[config.mk]
export PLATFORM = sky130hd
export DESIGN_NAME = sasp_adc
export DESIGN_NICKNAME = d
export VERILOG_FILES = /design/src/hdl/sasp_pkg.sv /design/src/hdl/sasp_sync.sv /design/src/hdl/sasp_adc.sv
export SDC_FILE = /design/constraint.sdc
export NUM_CORES = 1
export LEC_CHECK = 0
export ABC_AREA = 1
export BUFFER_PORTS_ARGS = -buffer_cell sky130_fd_sc_hd__buf_2
export CAP_MARGIN = 20
export CORE_ASPECT_RATIO = 0.75
export CORE_MARGIN = 2
export CORE_UTILIZATION = 57
export DETAILED_ROUTE_END_ITERATION = 8
export PLACE_DENSITY = 0.82
export RECOVER_POWER = 25
export SETUP_SLACK_MARGIN = 0.1
export SLEW_MARGIN = 20
export SYNTH_ARGS = -nofsm -noshare
export SYNTH_HDL_FRONTEND = slang
export SYNTH_SLANG_ARGS = --single-unit
[constraint.sdc]
create_clock -name clk -period 2.35 [get_ports clk]
set_input_delay 0.47 -clock clk [delete_from_list [all_inputs] [get_ports clk]]
set_output_delay 0.47 -clock clk [all_outputs]
set_load 0.1 [all_outputs]
[src/hdl/sasp_pkg.sv]
// constants and types shared by the converter sequencer
package sasp_pkg;
    // register byte addresses on the internal bus
    localparam logic [15:0] ADDR_RESULT = 16'hFF08;
    localparam logic [15:0] ADDR_MODE   = 16'hFF28;
    localparam logic [15:0] ADDR_CHAN   = 16'hFF29;
    localparam logic [15:0] ADDR_PFM    = 16'hFF2A;
    localparam logic [15:0] ADDR_PFT    = 16'hFF2B;

    // mode register layout
    localparam int         MODE_RUN_BIT   = 7;
    localparam int         MODE_TIME_LSB  = 3;
    localparam int         MODE_BOOST_BIT = 0;
    localparam logic [7:0] MODE_WMASK     = 8'hB9;
    localparam logic [7:0] MODE_RESET     = 8'h00;

    // channel and power-fail register layout
    localparam int         CHAN_W       = 3;
    localparam int         PFM_EN_BIT   = 7;
    localparam int         PFM_POL_BIT  = 6;
    localparam logic [7:0] REG8_RESET   = 8'h00;

    // conversion geometry
    localparam int RES_BITS       = 10;
    localparam int RESULT_PAD     = 6;
    localparam int CMP_BITS       = 8;
    localparam int STEPS_PER_CONV = 12;
    localparam int SAMPLE_STEPS   = 2;
    localparam int CNT_W          = 6;
    localparam int STEP_W         = 5;

    // conversion-time codes and their lengths in main-clock cycles
    localparam logic [2:0] TC_288 = 3'h0;
    localparam logic [2:0] TC_240 = 3'h1;
    localparam logic [2:0] TC_192 = 3'h2;
    localparam logic [2:0] TC_144 = 3'h4;
    localparam logic [2:0] TC_120 = 3'h5;
    localparam logic [2:0] TC_96  = 3'h6;
    localparam int CONV_CYC_288 = 288;
    localparam int CONV_CYC_240 = 240;
    localparam int CONV_CYC_192 = 192;
    localparam int CONV_CYC_144 = 144;
    localparam int CONV_CYC_120 = 120;
    localparam int CONV_CYC_96  = 96;

    typedef enum logic [1:0] {ST_IDLE, ST_SAMPLE, ST_CONV} sasp_state_e;
endpackage : sasp_pkg

[src/hdl/sasp_sync.sv]
// two-stage synchroniser for asynchronous level inputs
`timescale 1ns/1ns
module sasp_sync #(
    parameter int WIDTH = 1
) (
    input  wire logic             clk,
    input  wire logic             srst,
    input  wire logic [WIDTH-1:0] async_in,
    output logic      [WIDTH-1:0] sync_out
);
    typedef struct packed {
        logic [WIDTH-1:0] meta;
        logic [WIDTH-1:0] stable;
    } sasp_sync_s;

    sasp_sync_s st_reg;
    sasp_sync_s st_next;

    // first stage feeds only the second stage
    always_comb
    begin
        st_next.meta   = async_in;
        st_next.stable = st_reg.meta;
    end

    always_ff @(posedge clk)
    begin
        if (srst)
            st_reg <= '0;
        else
            st_reg <= st_next;
    end

    assign sync_out = st_reg.stable;
endmodule : sasp_sync

[src/hdl/sasp_adc.sv]
// successive-approximation converter sequencer with power-fail compare
// Functional notes
// - pick one of eight inputs and produce a 10-bit result
// - while run is set, convert back to back on the selected channel
// - compare disabled: raise done interrupt after every conversion
// - compare enabled: interrupt only when the chosen threshold condition holds
// - unselected analog pins stay usable as digital inputs
// - sample selected input at conversion start, hold for whole conversion
// - resolve bits MSB first, then copy to result register
// - result reloaded each conversion, 10 bits left-justified, low 6 zero
// - mode bit 7 is run: zero stops, one converts continuously
// - time field bits 5..3 picks 288/240/192/144/120/96 cycles
// - mode bit 0 enables the boost reference generator
// - run/reference decode: stop, waiting, convert with or without reference
// - mode write inserts bus wait; no write on subsystem clock only
// - channel register low three bits select input 0..7
// - power-fail bit 7 enables compare, bit 6 picks polarity
// - 8-bit threshold compared against upper eight result bits
// - trial bit kept when input at or above tap, else cleared
`timescale 1ns/1ns
module sasp_adc
    import sasp_pkg::*;
#(
    parameter int NUM_CH = 8
) (
    input  wire logic               clk,
    input  wire logic               srst,
    input  wire logic [15:0]        bus_addr,
    input  wire logic               bus_wr,
    input  wire logic               bus_rd,
    input  wire logic [7:0]         bus_wdata,
    output logic      [15:0]        bus_rdata,
    output logic                    bus_wait,
    input  wire logic               cmp_ge,
    output logic      [RES_BITS-1:0] tap_code,
    output logic      [CHAN_W-1:0]  analog_mux_sel,
    output logic                    sample_hold,
    output logic                    reference_boost_enable,
    output logic                    comparator_enable,
    output logic      [NUM_CH-1:0]  digital_in_enable,
    output logic                    conversion_done_irq
);
    typedef struct packed {
        sasp_state_e          state;
        logic [7:0]           mode_reg;
        logic [CHAN_W-1:0]    chan_reg;
        logic [1:0]           pfm_reg;
        logic [7:0]           pft_reg;
        logic [RES_BITS-1:0]  sar_reg;
        logic [3:0]           bit_idx;
        logic [CNT_W-1:0]     cnt;
        logic [STEP_W-1:0]    step_len;
        logic [RES_BITS-1:0]  result_reg;
        logic                 done;
        logic                 irq;
        logic                 sample;
        logic [NUM_CH-1:0]    port_en;
        logic [15:0]          rdata;
        logic                 wait_pulse;
    } sasp_adc_s;

    sasp_adc_s st_reg;
    sasp_adc_s st_next;
    logic      cmp_ge_sync;

    // comparator output is asynchronous to clk
    sasp_sync #(.WIDTH(1)) u_cmp_sync (
        .clk      (clk),
        .srst     (srst),
        .async_in (cmp_ge),
        .sync_out (cmp_ge_sync)
    );

    // cycles per step; illegal codes fall back to the slowest setting
    function automatic logic [STEP_W-1:0] step_of(input logic [2:0] code);
        logic [STEP_W-1:0] s;
        unique case (code)
            TC_240:  s = STEP_W'(CONV_CYC_240 / STEPS_PER_CONV);
            TC_192:  s = STEP_W'(CONV_CYC_192 / STEPS_PER_CONV);
            TC_144:  s = STEP_W'(CONV_CYC_144 / STEPS_PER_CONV);
            TC_120:  s = STEP_W'(CONV_CYC_120 / STEPS_PER_CONV);
            TC_96:   s = STEP_W'(CONV_CYC_96 / STEPS_PER_CONV);
            default: s = STEP_W'(CONV_CYC_288 / STEPS_PER_CONV);
        endcase
        return s;
    endfunction : step_of

    logic                run;
    logic [RES_BITS-1:0] trial_bit;
    logic [RES_BITS-1:0] decided;
    logic                ge_thr;
    logic                irq_cond;

    // decision of the current trial and threshold compare on it
    always_comb
    begin
        run       = st_reg.mode_reg[MODE_RUN_BIT];
        trial_bit = RES_BITS'(1) << st_reg.bit_idx;
        // keep the trial bit only when input is at or above the tap
        decided   = cmp_ge_sync ? st_reg.sar_reg : (st_reg.sar_reg & ~trial_bit);
        ge_thr    = decided[RES_BITS-1 -: CMP_BITS] >= st_reg.pft_reg;
        if (!st_reg.pfm_reg[1])
            irq_cond = 1'b1;
        else
            irq_cond = st_reg.pfm_reg[0] ? !ge_thr : ge_thr;
    end

    // next-state logic for sequencer and register file
    always_comb
    begin
        st_next            = st_reg;
        st_next.done       = 1'b0;
        st_next.irq        = 1'b0;
        st_next.wait_pulse = 1'b0;
        st_next.rdata      = 16'h0000;

        // register writes; each write to these registers costs one wait
        if (bus_wr)
        begin
            unique case (bus_addr)
                ADDR_MODE:
                begin
                    st_next.mode_reg   = bus_wdata & MODE_WMASK;
                    st_next.wait_pulse = 1'b1;
                end
                ADDR_CHAN:
                begin
                    st_next.chan_reg   = bus_wdata[CHAN_W-1:0];
                    st_next.wait_pulse = 1'b1;
                end
                ADDR_PFM:
                begin
                    st_next.pfm_reg    = {bus_wdata[PFM_EN_BIT], bus_wdata[PFM_POL_BIT]};
                    st_next.wait_pulse = 1'b1;
                end
                ADDR_PFT:
                begin
                    st_next.pft_reg    = bus_wdata;
                    st_next.wait_pulse = 1'b1;
                end
                default: ;
            endcase
        end

        // register reads; unmapped addresses return zero
        if (bus_rd)
        begin
            unique case (bus_addr)
                ADDR_RESULT:
                begin
                    st_next.rdata      = {st_reg.result_reg, RESULT_PAD'(0)};
                    st_next.wait_pulse = 1'b1;
                end
                ADDR_MODE: st_next.rdata = {8'h00, st_reg.mode_reg};
                ADDR_CHAN: st_next.rdata = {13'h0000, st_reg.chan_reg};
                ADDR_PFM:  st_next.rdata = {8'h00, st_reg.pfm_reg, 6'h00};
                ADDR_PFT:  st_next.rdata = {8'h00, st_reg.pft_reg};
                default:   st_next.rdata = 16'h0000;
            endcase
        end

        // sequencer: sample phase, ten compare steps, then restart
        unique case (st_reg.state)
            ST_IDLE:
            begin
                st_next.sample = 1'b0;
                if (run)
                begin
                    st_next.step_len = step_of(st_reg.mode_reg[MODE_TIME_LSB +: 3]);
                    st_next.cnt      = CNT_W'({step_of(st_reg.mode_reg[MODE_TIME_LSB +: 3]),
                                               1'b0}) - CNT_W'(1);
                    st_next.sample   = 1'b1;
                    st_next.state    = ST_SAMPLE;
                end
            end
            ST_SAMPLE:
            begin
                st_next.cnt = st_reg.cnt - CNT_W'(1);
                if (!run)
                begin
                    st_next.sample = 1'b0;
                    st_next.state  = ST_IDLE;
                end
                else if (st_reg.cnt == '0)
                begin
                    // hold from here to the end of the conversion
                    st_next.sample  = 1'b0;
                    st_next.sar_reg = RES_BITS'(1) << (RES_BITS - 1);
                    st_next.bit_idx = 4'(RES_BITS - 1);
                    st_next.cnt     = CNT_W'(st_reg.step_len) - CNT_W'(1);
                    st_next.state   = ST_CONV;
                end
            end
            ST_CONV:
            begin
                st_next.cnt = st_reg.cnt - CNT_W'(1);
                if (!run)
                    st_next.state = ST_IDLE;
                else if (st_reg.cnt == '0)
                begin
                    if (st_reg.bit_idx == 4'h0)
                    begin
                        st_next.sar_reg    = decided;
                        st_next.result_reg = decided;
                        st_next.done       = 1'b1;
                        st_next.irq        = irq_cond;
                        st_next.sample     = 1'b1;
                        st_next.cnt        = CNT_W'({st_reg.step_len, 1'b0}) - CNT_W'(1);
                        st_next.state      = ST_SAMPLE;
                    end
                    else
                    begin
                        // next lower trial bit set, previous decided
                        st_next.sar_reg = decided | (trial_bit >> 1);
                        st_next.bit_idx = st_reg.bit_idx - 4'h1;
                        st_next.cnt     = CNT_W'(st_reg.step_len) - CNT_W'(1);
                    end
                end
            end
        endcase

        // only the selected channel is taken from the digital port
        st_next.port_en = ~(NUM_CH'(1) << st_next.chan_reg);
    end

    always_ff @(posedge clk)
    begin
        if (srst)
        begin
            st_reg          <= '0;
            st_reg.state    <= ST_IDLE;
            st_reg.mode_reg <= MODE_RESET;
            st_reg.pft_reg  <= REG8_RESET;
            st_reg.port_en  <= ~NUM_CH'(1);
        end
        else
            st_reg <= st_next;
    end

    // every output is a register field
    assign bus_rdata              = st_reg.rdata;
    assign bus_wait               = st_reg.wait_pulse;
    assign tap_code               = st_reg.sar_reg;
    assign analog_mux_sel         = st_reg.chan_reg;
    assign sample_hold            = st_reg.sample;
    assign reference_boost_enable = st_reg.mode_reg[MODE_BOOST_BIT];
    assign comparator_enable      = st_reg.mode_reg[MODE_RUN_BIT];
    assign digital_in_enable      = st_reg.port_en;
    assign conversion_done_irq    = st_reg.irq;
endmodule : sasp_adc

==> impl_metrics.json, run 1 <==
{
  "status": "complete, no violations",
  "synthTopCellsByArea": "dfxtp_1 (36%), nand2_1 (10%), inv_1 (6.9%), buf_4 (6.3%), o21ai_0 (5.8%)",
  "worstPathMaxFanout": 4,
  "rrSetupSlack_ns": 0.17,
  "cp_num_cells": 14,
  "portBuffers": 70,
  "setup_ws_ns": 0.174,
  "clkLatencyLatePin_ns": 0.37,
  "h-tree-depth": 3,
  "cts_buffers": 9,
  "cts_tree": "built",
  "grtUsageMet3_pct": 5.95,
  "synth-seq-area-share_pct": 36.5,
  "cp.arrival_ns": 2.50,
  "setup-violations-final": 0,
  "p_per_area_nw_per_um2": 836,
  "multiInputGateArea_sq_um": 2200,
  "ys_seq_elements": 83,
  "worstSetupStartpointType": "flip-flop",
  "grt_max_degree": 25,
  "use_met1_pct": 30.9,
  "dieArea_sq_um": 8730,
  "critPathTopFamily": "simple AND/OR/NAND/NOR gates",
  "drc": 0,
  "cts_buffer_depth": 2,
  "hold_viol_final": 0,
  "clock.fmax_ghz": 0.460,
  "yosysWarningCount": 0,
  "period_share_pct": 92.6,
  "worst_clock_skew_ns": 0.0147,
  "synth_top_area_share_pct": 36.5,
  "clk_pin_slew_worst_paths_ns": 0.10,
  "slowest_stage": "dfxtp_1",
  "dp_slack_ns": 0.0338,
  "ys.flop_type": "dfxtp_1",
  "fillers": 661,
  "ant_nets": 0,
  "wirelength_microns": 10800,
  "seqCellArea_sq_um": 1670,
  "syn_inst": 625,
  "ir_drop_uv": 676,
  "wl_per_cell_microns": 13.9,
  "groute.layer.met2.usage_pct": 41.5,
  "final-max-slew-violation-count": 0,
  "die_w_microns": 107,
  "grt_usage_pct": 24.3,
  "rows": 28,
  "clockRootBuffer": "clkbuf_8",
  "critical_path.endpoint": "conversion_done_irq",
  "coreArea_sq_um": 7810,
  "fin_tns_setup_ns": 0,
  "synth.largest_area_cell": "dfxtp_1",
  "grt_setup_unrepaired": "false",
  "synth_enable_flop_cells": 0,
  "start_util_pct": 58.3,
  "cp_slowest_stage_delay_ns": 0.35,
  "dp_hpwl_microns": 7860,
  "cts.sinks": 83,
  "drive_gt1_share_pct": 20.9,
  "p_leak_nw": 2.34,
  "antenna_found_initial": 0,
  "largest_register_ffs": 39,
  "grt_pass1_wl_microns": 16800,
  "min_path_type": "in2reg",
  "gp_congestion": 0.969,
  "io_pins": 71,
  "critPathBufInv": 3,
  "drtIter0Drc": 353,
  "relSlewSlack_pct": 18.1,
  "synth_common_cells": "nand2_1 (121), inv_1 (84), dfxtp_1 (83)",
  "firstDrtPassIters": 6,
  "fin_crit_ns": 2.18,
  "grt-ovfl-total": 0,
  "r2r_end": "conversion_done_irq",
  "worst_setup_path_end_kind": "flip-flop",
  "rr_worst_depth": 14,
  "worstSetupStartpoint": "st_reg[50]",
  "drv_cap": 0,
  "synthDistinctLibCells": 43,
  "via_per_inst": 5.39,
  "vias": 4206,
  "required_ns": 2.67,
  "avgSynthCellArea_sq_um": 7.29,
  "tightest_slew_ns": 1.23,
  "area_growth_pct": 9.56,
  "grt-busiest-layer": "met2",
  "synth_nets": 673,
  "grt_pass1_vias": 3653,
  "r2r_start": "st_reg[50]",
  "crit_chain": "inv_2 > ha_4 > nand3_1 > o21ai_2 > inv_1 > ha_1 > nand2_1 > nor2_2 > nand4_1 > nand3_1 > nand2_1 > nand3_1 > nand2_1 > inv_1",
  "num_antenna_cells": 0,
  "synth_most_common_cell": "nand2_1",
  "async_flop_share_pct": 0,
  "crit_type": "reg2reg",
  "syn_area_sq_um": 4550,
  "die_h_microns": 81.4,
  "finalNetCount": 718
}
[placed cells by master, fill, tap and decap left out, types with 3 or more instances in the layout]
cell	n
nand2_1	121
inv_1	83
dfxtp_1	82
buf_2	66
a21oi_1	50
o21ai_0	47
nor2_1	44
nand3_1	34
ha_1	17
nor3_1	16
buf_4	13
nand4_1	11
clkbuf_8	9
nor2_4	7
inv_2	7
nand2_2	7
o21ai_2	5
clkbuf_1	5
o21ai_1	4
a31oi_1	4
nor2_2	3
nand3_2	3
nand4_2	3
nand3_4	3
a211oi_1	3
inv_6	3
[repair_timing]
item | in CTS | in global routing
setup buffers | 0 | 4
pin swaps | 0 | 2
endpoints found under the setup margin | 1 | 1
resized for setup | 3 | 15
hold buffers | 0 | 0
[worst min-delay path by stage]
| stage | endpoint | start | cells after the start | slack (ns) |
|---|---|---|---|---|
| CTS | u_cmp_sync.st_next[0] | cmp_ge | 3 | 0.30 |
| finish | u_cmp_sync.st_next[0] | cmp_ge | 3 | 0.31 |
| global route | u_cmp_sync.st_next[0] | cmp_ge | 3 | 0.31 |
| detailed placement | u_cmp_sync.sync_out | u_cmp_sync.st_next[0] | 2 | 0.40 |
| global placement | u_cmp_sync.sync_out | u_cmp_sync.st_next[0] | 2 | 0.40 |
| floorplan | u_cmp_sync.sync_out | u_cmp_sync.st_next[0] | 2 | 0.39 |
[cell families (layout without fill, tap and decap cells)]
group | count (synthesis) | after routing | synth area share [%]
flops | 83 | 83 | 36.5
buf+inv | 143 | 193 | 15.7
xor+xnor | 3 | 3 | 0.577
compound gates | 117 | 117 | 13.5
fa+ha+maj | 19 | 19 | 5.22
simple gates | 260 | 260 | 28.5
[worst reg2reg max path, delay by kind of cell, from the launching register on]
kind                     cells  cell delay [ns]
AO/OA/AOI/OAI                1             0.22
adder cells (fa/ha/maj)      2             0.46
buffers and inverters        3             0.29
flip-flops                   1             0.35
AND/OR/NAND/NOR              8             0.81
[per-layer routing]
| metal | wire length [microns] | part of all wire (%) | vias to the layer above |
|---|---|---|---|
| li1 | - | - | 2083 |
| met1 | 4770 | 44 | 1895 |
| met2 | 4980 | 46 | 200 |
| met3 | 905 | 8.4 | 28 |
| met4 | 151 | 1.4 | 0 |
| met5 | 0 | 0 | - |
[report_power, final]
part           switching (mW)  leakage (nW)  internal (mW)
Sequential              0.120         0.671           1.49
Clock                   0.589        0.0947          0.411
Combinational            1.03          1.57          0.530
Total                    1.74          2.34           2.43
[cell type report]
type,instances,area share (%)
well taps,105,2.63
flip-flops and latches,83,33.4
inverters,93,7.10
repair buffers,84,8.95
clock inverters,7,1.30
multi-input cells,399,44.2
clock buffers,9,2.48
[per-stage QoR]
step / total power, mW / hold WS, ns / cell area (sq um) / util, % / std cells
3_5_place_dp: 3.08 / 0.399 / 4750 / 60.8 / 760
2_1_floorplan: 2.79 / 0.388 / 4550 / - / 625
6_report: 4.17 / 0.310 / 4990 / 63.9 / 780
4_1_cts: 4.08 / 0.297 / 4940 / 63.2 / 776
3_3_place_gp: 3.05 / 0.395 / 4750 / 60.8 / 760
5_1_grt: 4.41 / 0.306 / 4990 / 63.9 / 780
Note: power is estimated with default switching activity, not from simulation.
==> inputs of run 2 (changes only) <==
--- a/config.mk
+++ b/config.mk
@@ -14,8 +14,9 @@
 export DETAILED_ROUTE_END_ITERATION = 8
 export PLACE_DENSITY = 0.82
 export RECOVER_POWER = 25
+export REMOVE_ABC_BUFFERS = 1
 export SETUP_SLACK_MARGIN = 0.1
-export SLEW_MARGIN = 20
+export SLEW_MARGIN = 10
 export SYNTH_ARGS = -nofsm -noshare
 export SYNTH_HDL_FRONTEND = slang
 export SYNTH_SLANG_ARGS = --single-unit
==> impl_metrics.json, run 2 (synthesized netlist as in run 1, its figures left out) <==
{
  "die_w_microns": 107,
  "clockRootBuffer": "clkbuf_8",
  "clk_pin_slew_worst_paths_ns": 0.09,
  "slowest_stage": "dfxtp_1",
  "area_growth_pct": 8.98,
  "cp.arrival_ns": 2.36,
  "rrSetupSlack_ns": 0.27,
  "worst_clock_skew_ns": 0.0150,
  "p_total_mw": 4.31,
  "tightest_slew_ns": 1.37,
  "via_per_inst": 5.34,
  "period_share_pct": 88.7,
  "setup_ws_ns": 0.265,
  "fin_crit_ns": 2.08,
  "final_common_cell": "nand2_1",
  "design_area_sq_um": 4960,
  "dp_hpwl_microns": 8000,
  "num_antenna_cells": 0,
  "required_ns": 2.62,
  "coreArea_sq_um": 7810,
  "r2r_start": "st_reg[49]",
  "status": "complete, no violations",
  "ir_drop_uv": 535,
  "crit_type": "reg2reg",
  "min_path_cells": 3,
  "fillers": 687,
  "final-max-slew-violation-count": 0,
  "p_leak_nw": 2.33,
  "crit_chain": "ha_1 > nand2_1 > o21ai_0 > inv_1 > ha_1 > inv_1 > o21bai_1 > nand2_1 > nand2_1 > nand2_1 > nand4_1 > nand3_1 > nand2_1 > inv_1",
  "dp_slack_ns": 0.0977,
  "min_path_type": "in2reg",
  "h-tree-depth": 3,
  "drv_cap": 0,
  "firstDrtPassIters": 5,
  "critical_path.endpoint": "conversion_done_irq",
  "drive_gt1_share_pct": 19.6,
  "worstHoldStart": "cmp_ge",
  "io_pins": 71,
  "dieArea_sq_um": 8730,
  "postPlaceCellArea_sq_um": 4740,
  "wirelength_microns": 10700,
  "rows": 28,
  "grt_setup_unrepaired": "false",
  "setup-violations-final": 0,
  "clock.fmax_ghz": 0.480,
  "grt_pass1_wl_microns": 18000,
  "post_cts_buffers": 0,
  "grt_usage_pct": 26.0,
  "holdWs_ns": 0.313,
  "portBuffers": 70,
  "crit_top_cell": "nand2_1",
  "grt_max_degree": 38,
  "p_per_area_nw_per_um2": 868,
  "clkLatencyLatePin_ns": 0.37,
  "drtIter0Drc": 274,
  "cts_buffer_depth": 2,
  "die_h_microns": 81.4,
  "largest_register_ffs": 39,
  "vias": 4140,
  "worst_setup_path_end_kind": "flip-flop",
  "cts_buffers": 9,
  "finalNetCount": 713,
  "cts-resized-gates": 1,
  "start_util_pct": 58.3,
  "grt-ovfl-total": 0,
  "r2r_end": "conversion_done_irq",
  "grt_pass1_vias": 3944,
  "worstSetupStartpointType": "flip-flop",
  "ant_nets": 0,
  "hold_viol_final": 0,
  "rr_worst_depth": 14,
  "cts_tree": "built",
  "relSlewSlack_pct": 8.55,
  "gp_congestion": 0.901,
  "fin_tns_setup_ns": 0,
  "cp_slowest_stage_delay_ns": 0.43,
  "worstSetupStartpoint": "st_reg[49]",
  "drc": 0,
  "wl_per_cell_microns": 13.7,
  "cts_hold_buffers": 0,
  "antenna_found_initial": 0,
  "cts.sinks": 83,
  "worstPathMaxFanout": 5,
  "final_cell_mix": "nand2_1 (121), inv_1 (83), dfxtp_1 (83)"
}
-- run 2: cell types whose count changed in the layout (fill, tap and decap cells not counted), moves of 2 or more --
cell	before	now
bufinv_16	0	2
nand3_1	34	36
buf_4	13	8
inv_6	3	1
-- run 2: worst min-delay path by stage --
| stage | endpoint | slack, ns |
|---|---|---|
| 6_report | u_cmp_sync.st_next[0] | 0.31 |
| 3_5_place_dp | u_cmp_sync.sync_out | 0.40 |
| 2_1_floorplan | u_cmp_sync.sync_out | 0.39 |
| 3_3_place_gp | u_cmp_sync.sync_out | 0.40 |
| 4_1_cts | u_cmp_sync.st_next[0] | 0.32 |
| 5_1_grt | u_cmp_sync.st_next[0] | 0.32 |
-- run 2: power breakdown --
group | leakage [nW] | internal [mW] | total, mW | switching (mW)
logic | 1.55 | 0.489 | 1.50 | 1.02
registers | 0.671 | 1.49 | 1.62 | 0.123
clock network | 0.111 | 0.638 | 1.18 | 0.546
-- run 2: critical path: cells and delay by family (launching register included) --
| family | cells | cell delay (ns) |
|---|---|---|
| adder cells (fa/ha/maj) | 2 | 0.53 |
| AO/OA/AOI/OAI | 2 | 0.37 |
| AND/OR/NAND/NOR | 7 | 0.48 |
| flip-flops | 1 | 0.43 |
| buffers and inverters | 3 | 0.18 |
-- run 2: final cells by class --
type	instances	area (sq um)	share of cell area [%]
inverters	93	354	7.13
flip-flops and latches	83	1660	33.5
multi-input cells	399	2170	43.8
clock inverters	6	95.1	1.92
well taps	105	131	2.65
repair buffers	79	409	8.24
clock buffers	10	138	2.77
-- run 2: routing by layer --
layer	global-route usage [%]	vias to the layer above	wire [microns]
met4	8.70	0	201
li1	-	2064	-
met2	43.3	153	4810
met3	7.22	23	829
met5	0	-	0
met1	32.9	1900	4810
-- run 2: through the flow --
step / util [%] / instances
floorplan: - / 575
global placement: 60.7 / 759
detailed placement: 60.7 / 759
CTS: 63.7 / 775
global route: 63.5 / 775
finish: 63.5 / 775
==> inputs of run 3 (changes only) <==
--- a/config.mk
+++ b/config.mk
@@ -11,12 +11,13 @@
 export CORE_ASPECT_RATIO = 0.75
 export CORE_MARGIN = 2
 export CORE_UTILIZATION = 57
+export CTS_BUF_LIST = sky130_fd_sc_hd__clkbuf_16
 export DETAILED_ROUTE_END_ITERATION = 8
 export PLACE_DENSITY = 0.82
 export RECOVER_POWER = 25
 export REMOVE_ABC_BUFFERS = 1
 export SETUP_SLACK_MARGIN = 0.1
-export SLEW_MARGIN = 10
+export SLEW_MARGIN = 40
 export SYNTH_ARGS = -nofsm -noshare
 export SYNTH_HDL_FRONTEND = slang
 export SYNTH_SLANG_ARGS = --single-unit
==> impl_metrics.json, run 3 (synthesized netlist as in run 1, its figures left out) <==
{
  "dp_slack_ns": 0.0977,
  "p_per_area_nw_per_um2": 918,
  "cts_buffers": 9,
  "area_growth_pct": 11.2,
  "grt-busiest-layer": "met2",
  "status": "complete, no violations",
  "dieArea_sq_um": 8730,
  "grt-ovfl-total": 0,
  "portBuffers": 70,
  "clk_pin_slew_worst_paths_ns": 0.07,
  "gp_congestion": 0.901,
  "swShare_pct": 37.1,
  "coreArea_sq_um": 7810,
  "drtIter0Drc": 293,
  "dp_hpwl_microns": 8000,
  "cts.sinks": 83,
  "num_antenna_cells": 0,
  "use_met1_pct": 34.7,
  "wl_per_cell_microns": 13.9,
  "cts_buffer_depth": 2,
  "drive_gt1_share_pct": 19.7,
  "clockRootBuffer": "clkbuf_16",
  "largest_register_ffs": 39,
  "worstPathMaxFanout": 5,
  "grt_pass1_wl_microns": 18300,
  "p_clk_share_pct": 32.9,
  "finalNetCount": 713,
  "tightest_slew_ns": 1.42,
  "required_ns": 2.59,
  "ant_nets": 0,
  "post_cts_buffers": 0,
  "worstSetupStartpointType": "flip-flop",
  "worst_clock_skew_ns": 0.00808,
  "h-tree-depth": 3,
  "final_common_cell": "nand2_1",
  "clkLatencyLatePin_ns": 0.34,
  "fin_crit_ns": 2.08,
  "wirelength_microns": 10700,
  "worst_setup_path_end_kind": "flip-flop",
  "relSlewSlack_pct": 5.11,
  "cts_tree": "built",
  "antenna_found_initial": 0,
  "grt_usage_pct": 26.5,
  "grt_setup_unrepaired": "false",
  "rows": 28,
  "fin_cells": 775,
  "start_util_pct": 58.3,
  "vias": 4177,
  "final_cell_mix": "nand2_1 (121), dfxtp_1 (83), inv_1 (82)",
  "clock.fmax_ghz": 0.481,
  "final-max-slew-violation-count": 0,
  "io_pins": 71,
  "hold_viol_final": 0,
  "drv_cap": 0,
  "p_leak_nw": 2.35,
  "internal_power_mw": 2.92,
  "seqPwrFrac_pct": 34.8,
  "min_path_type": "in2reg",
  "fin_tns_setup_ns": 0,
  "cts_hold_buffers": 0,
  "p_comb_share_pct": 32.3,
  "grtUsageMet3_pct": 5.71,
  "grt_max_degree": 38,
  "firstDrtPassIters": 5,
  "ir_drop_uv": 545,
  "p_sw_mw": 1.73,
  "via_per_inst": 5.39,
  "place_inst": 759,
  "drc": 0,
  "period_share_pct": 88.4,
  "setup_ws_ns": 0.272,
  "die_w_microns": 107,
  "cp.arrival_ns": 2.31,
  "setup-violations-final": 0,
  "grt_pass1_vias": 3937,
  "groute.layer.met2.usage_pct": 43.5,
  "die_h_microns": 81.4,
  "crit_type": "reg2reg"
}
## run 3: cell types whose count changed in the layout (fill, tap and decap cells not counted), moves of 2 or more
cell / previous run / this run
nor2_1: 44 / 42
clkbuf_1: 5 / 9
clkbuf_16: 0 / 9
nor2_2: 2 / 4
buf_2: 66 / 62
clkbuf_8: 10 / 0
o21ai_2: 4 / 6
## run 3: worst max-delay path: stages, from the launching register on
cell and delay, ns:
dfxtp_1 0.43, ha_2 0.25, nand3_1 0.13, o21ai_2 0.17
inv_1 0.07, ha_1 0.29, a21oi_1 0.16, nand2_1 0.09
nand2_1 0.09, nand3_1 0.07, nand2_1 0.06, nand3_1 0.06
nand2_1 0.07, inv_1 0.05
## run 3: timing repair
item                       in CTS  in global routing
gates resized for setup         1                 15
pin swaps                       0                  0
setup endpoints to repair       1                  1
## run 3: power by group through the flow
stage	Clock, mW	Combinational (mW)	Sequential (mW)
after floorplan	0	1.13	1.63
final	1.53	1.50	1.62
after global placement	0	1.42	1.63
after CTS	1.54	1.46	1.61
after global routing	1.61	1.70	1.64
after detailed placement	0	1.45	1.64
## run 3: routing by layer
metal | up-vias | wire (microns)
met3 | 29 | 814
li1 | 2060 | -
met2 | 176 | 4900
met4 | 0 | 235
met5 | - | 0
met1 | 1912 | 4790
## run 3: layout make-up
cell class	instances	area [sq um]
clock buffer	9	225
clock inverter	7	98.8
fill	661	2750
inverter	93	354
multi-input combinational	399	2190
sequential	83	1660
tap	105	131
timing repair buffer	79	404
## run 3: metrics by stage
stage	util (%)	hold slack [ns]	cell area, sq um	total power [mW]
final	64.8	0.346	5060	4.65
after global routing	64.8	0.348	5060	4.95
after CTS	64.9	0.342	5070	4.62
after detailed placement	60.7	0.396	4740	3.09
after global placement	60.7	0.405	4740	3.05
after floorplan	-	0.388	4190	2.76
## run 3: path summary, 6_finish.rpt
check,end,slack (ns),from,cells past startpoint
setup / recovery,conversion_done_irq,0.27,st_reg[49],13
hold / removal,u_cmp_sync.st_next[0],0.35,cmp_ge,3
setup reg to reg,conversion_done_irq,0.27,st_reg[49],13
hold reg to reg,u_cmp_sync.sync_out,0.41,u_cmp_sync.st_next[0],2
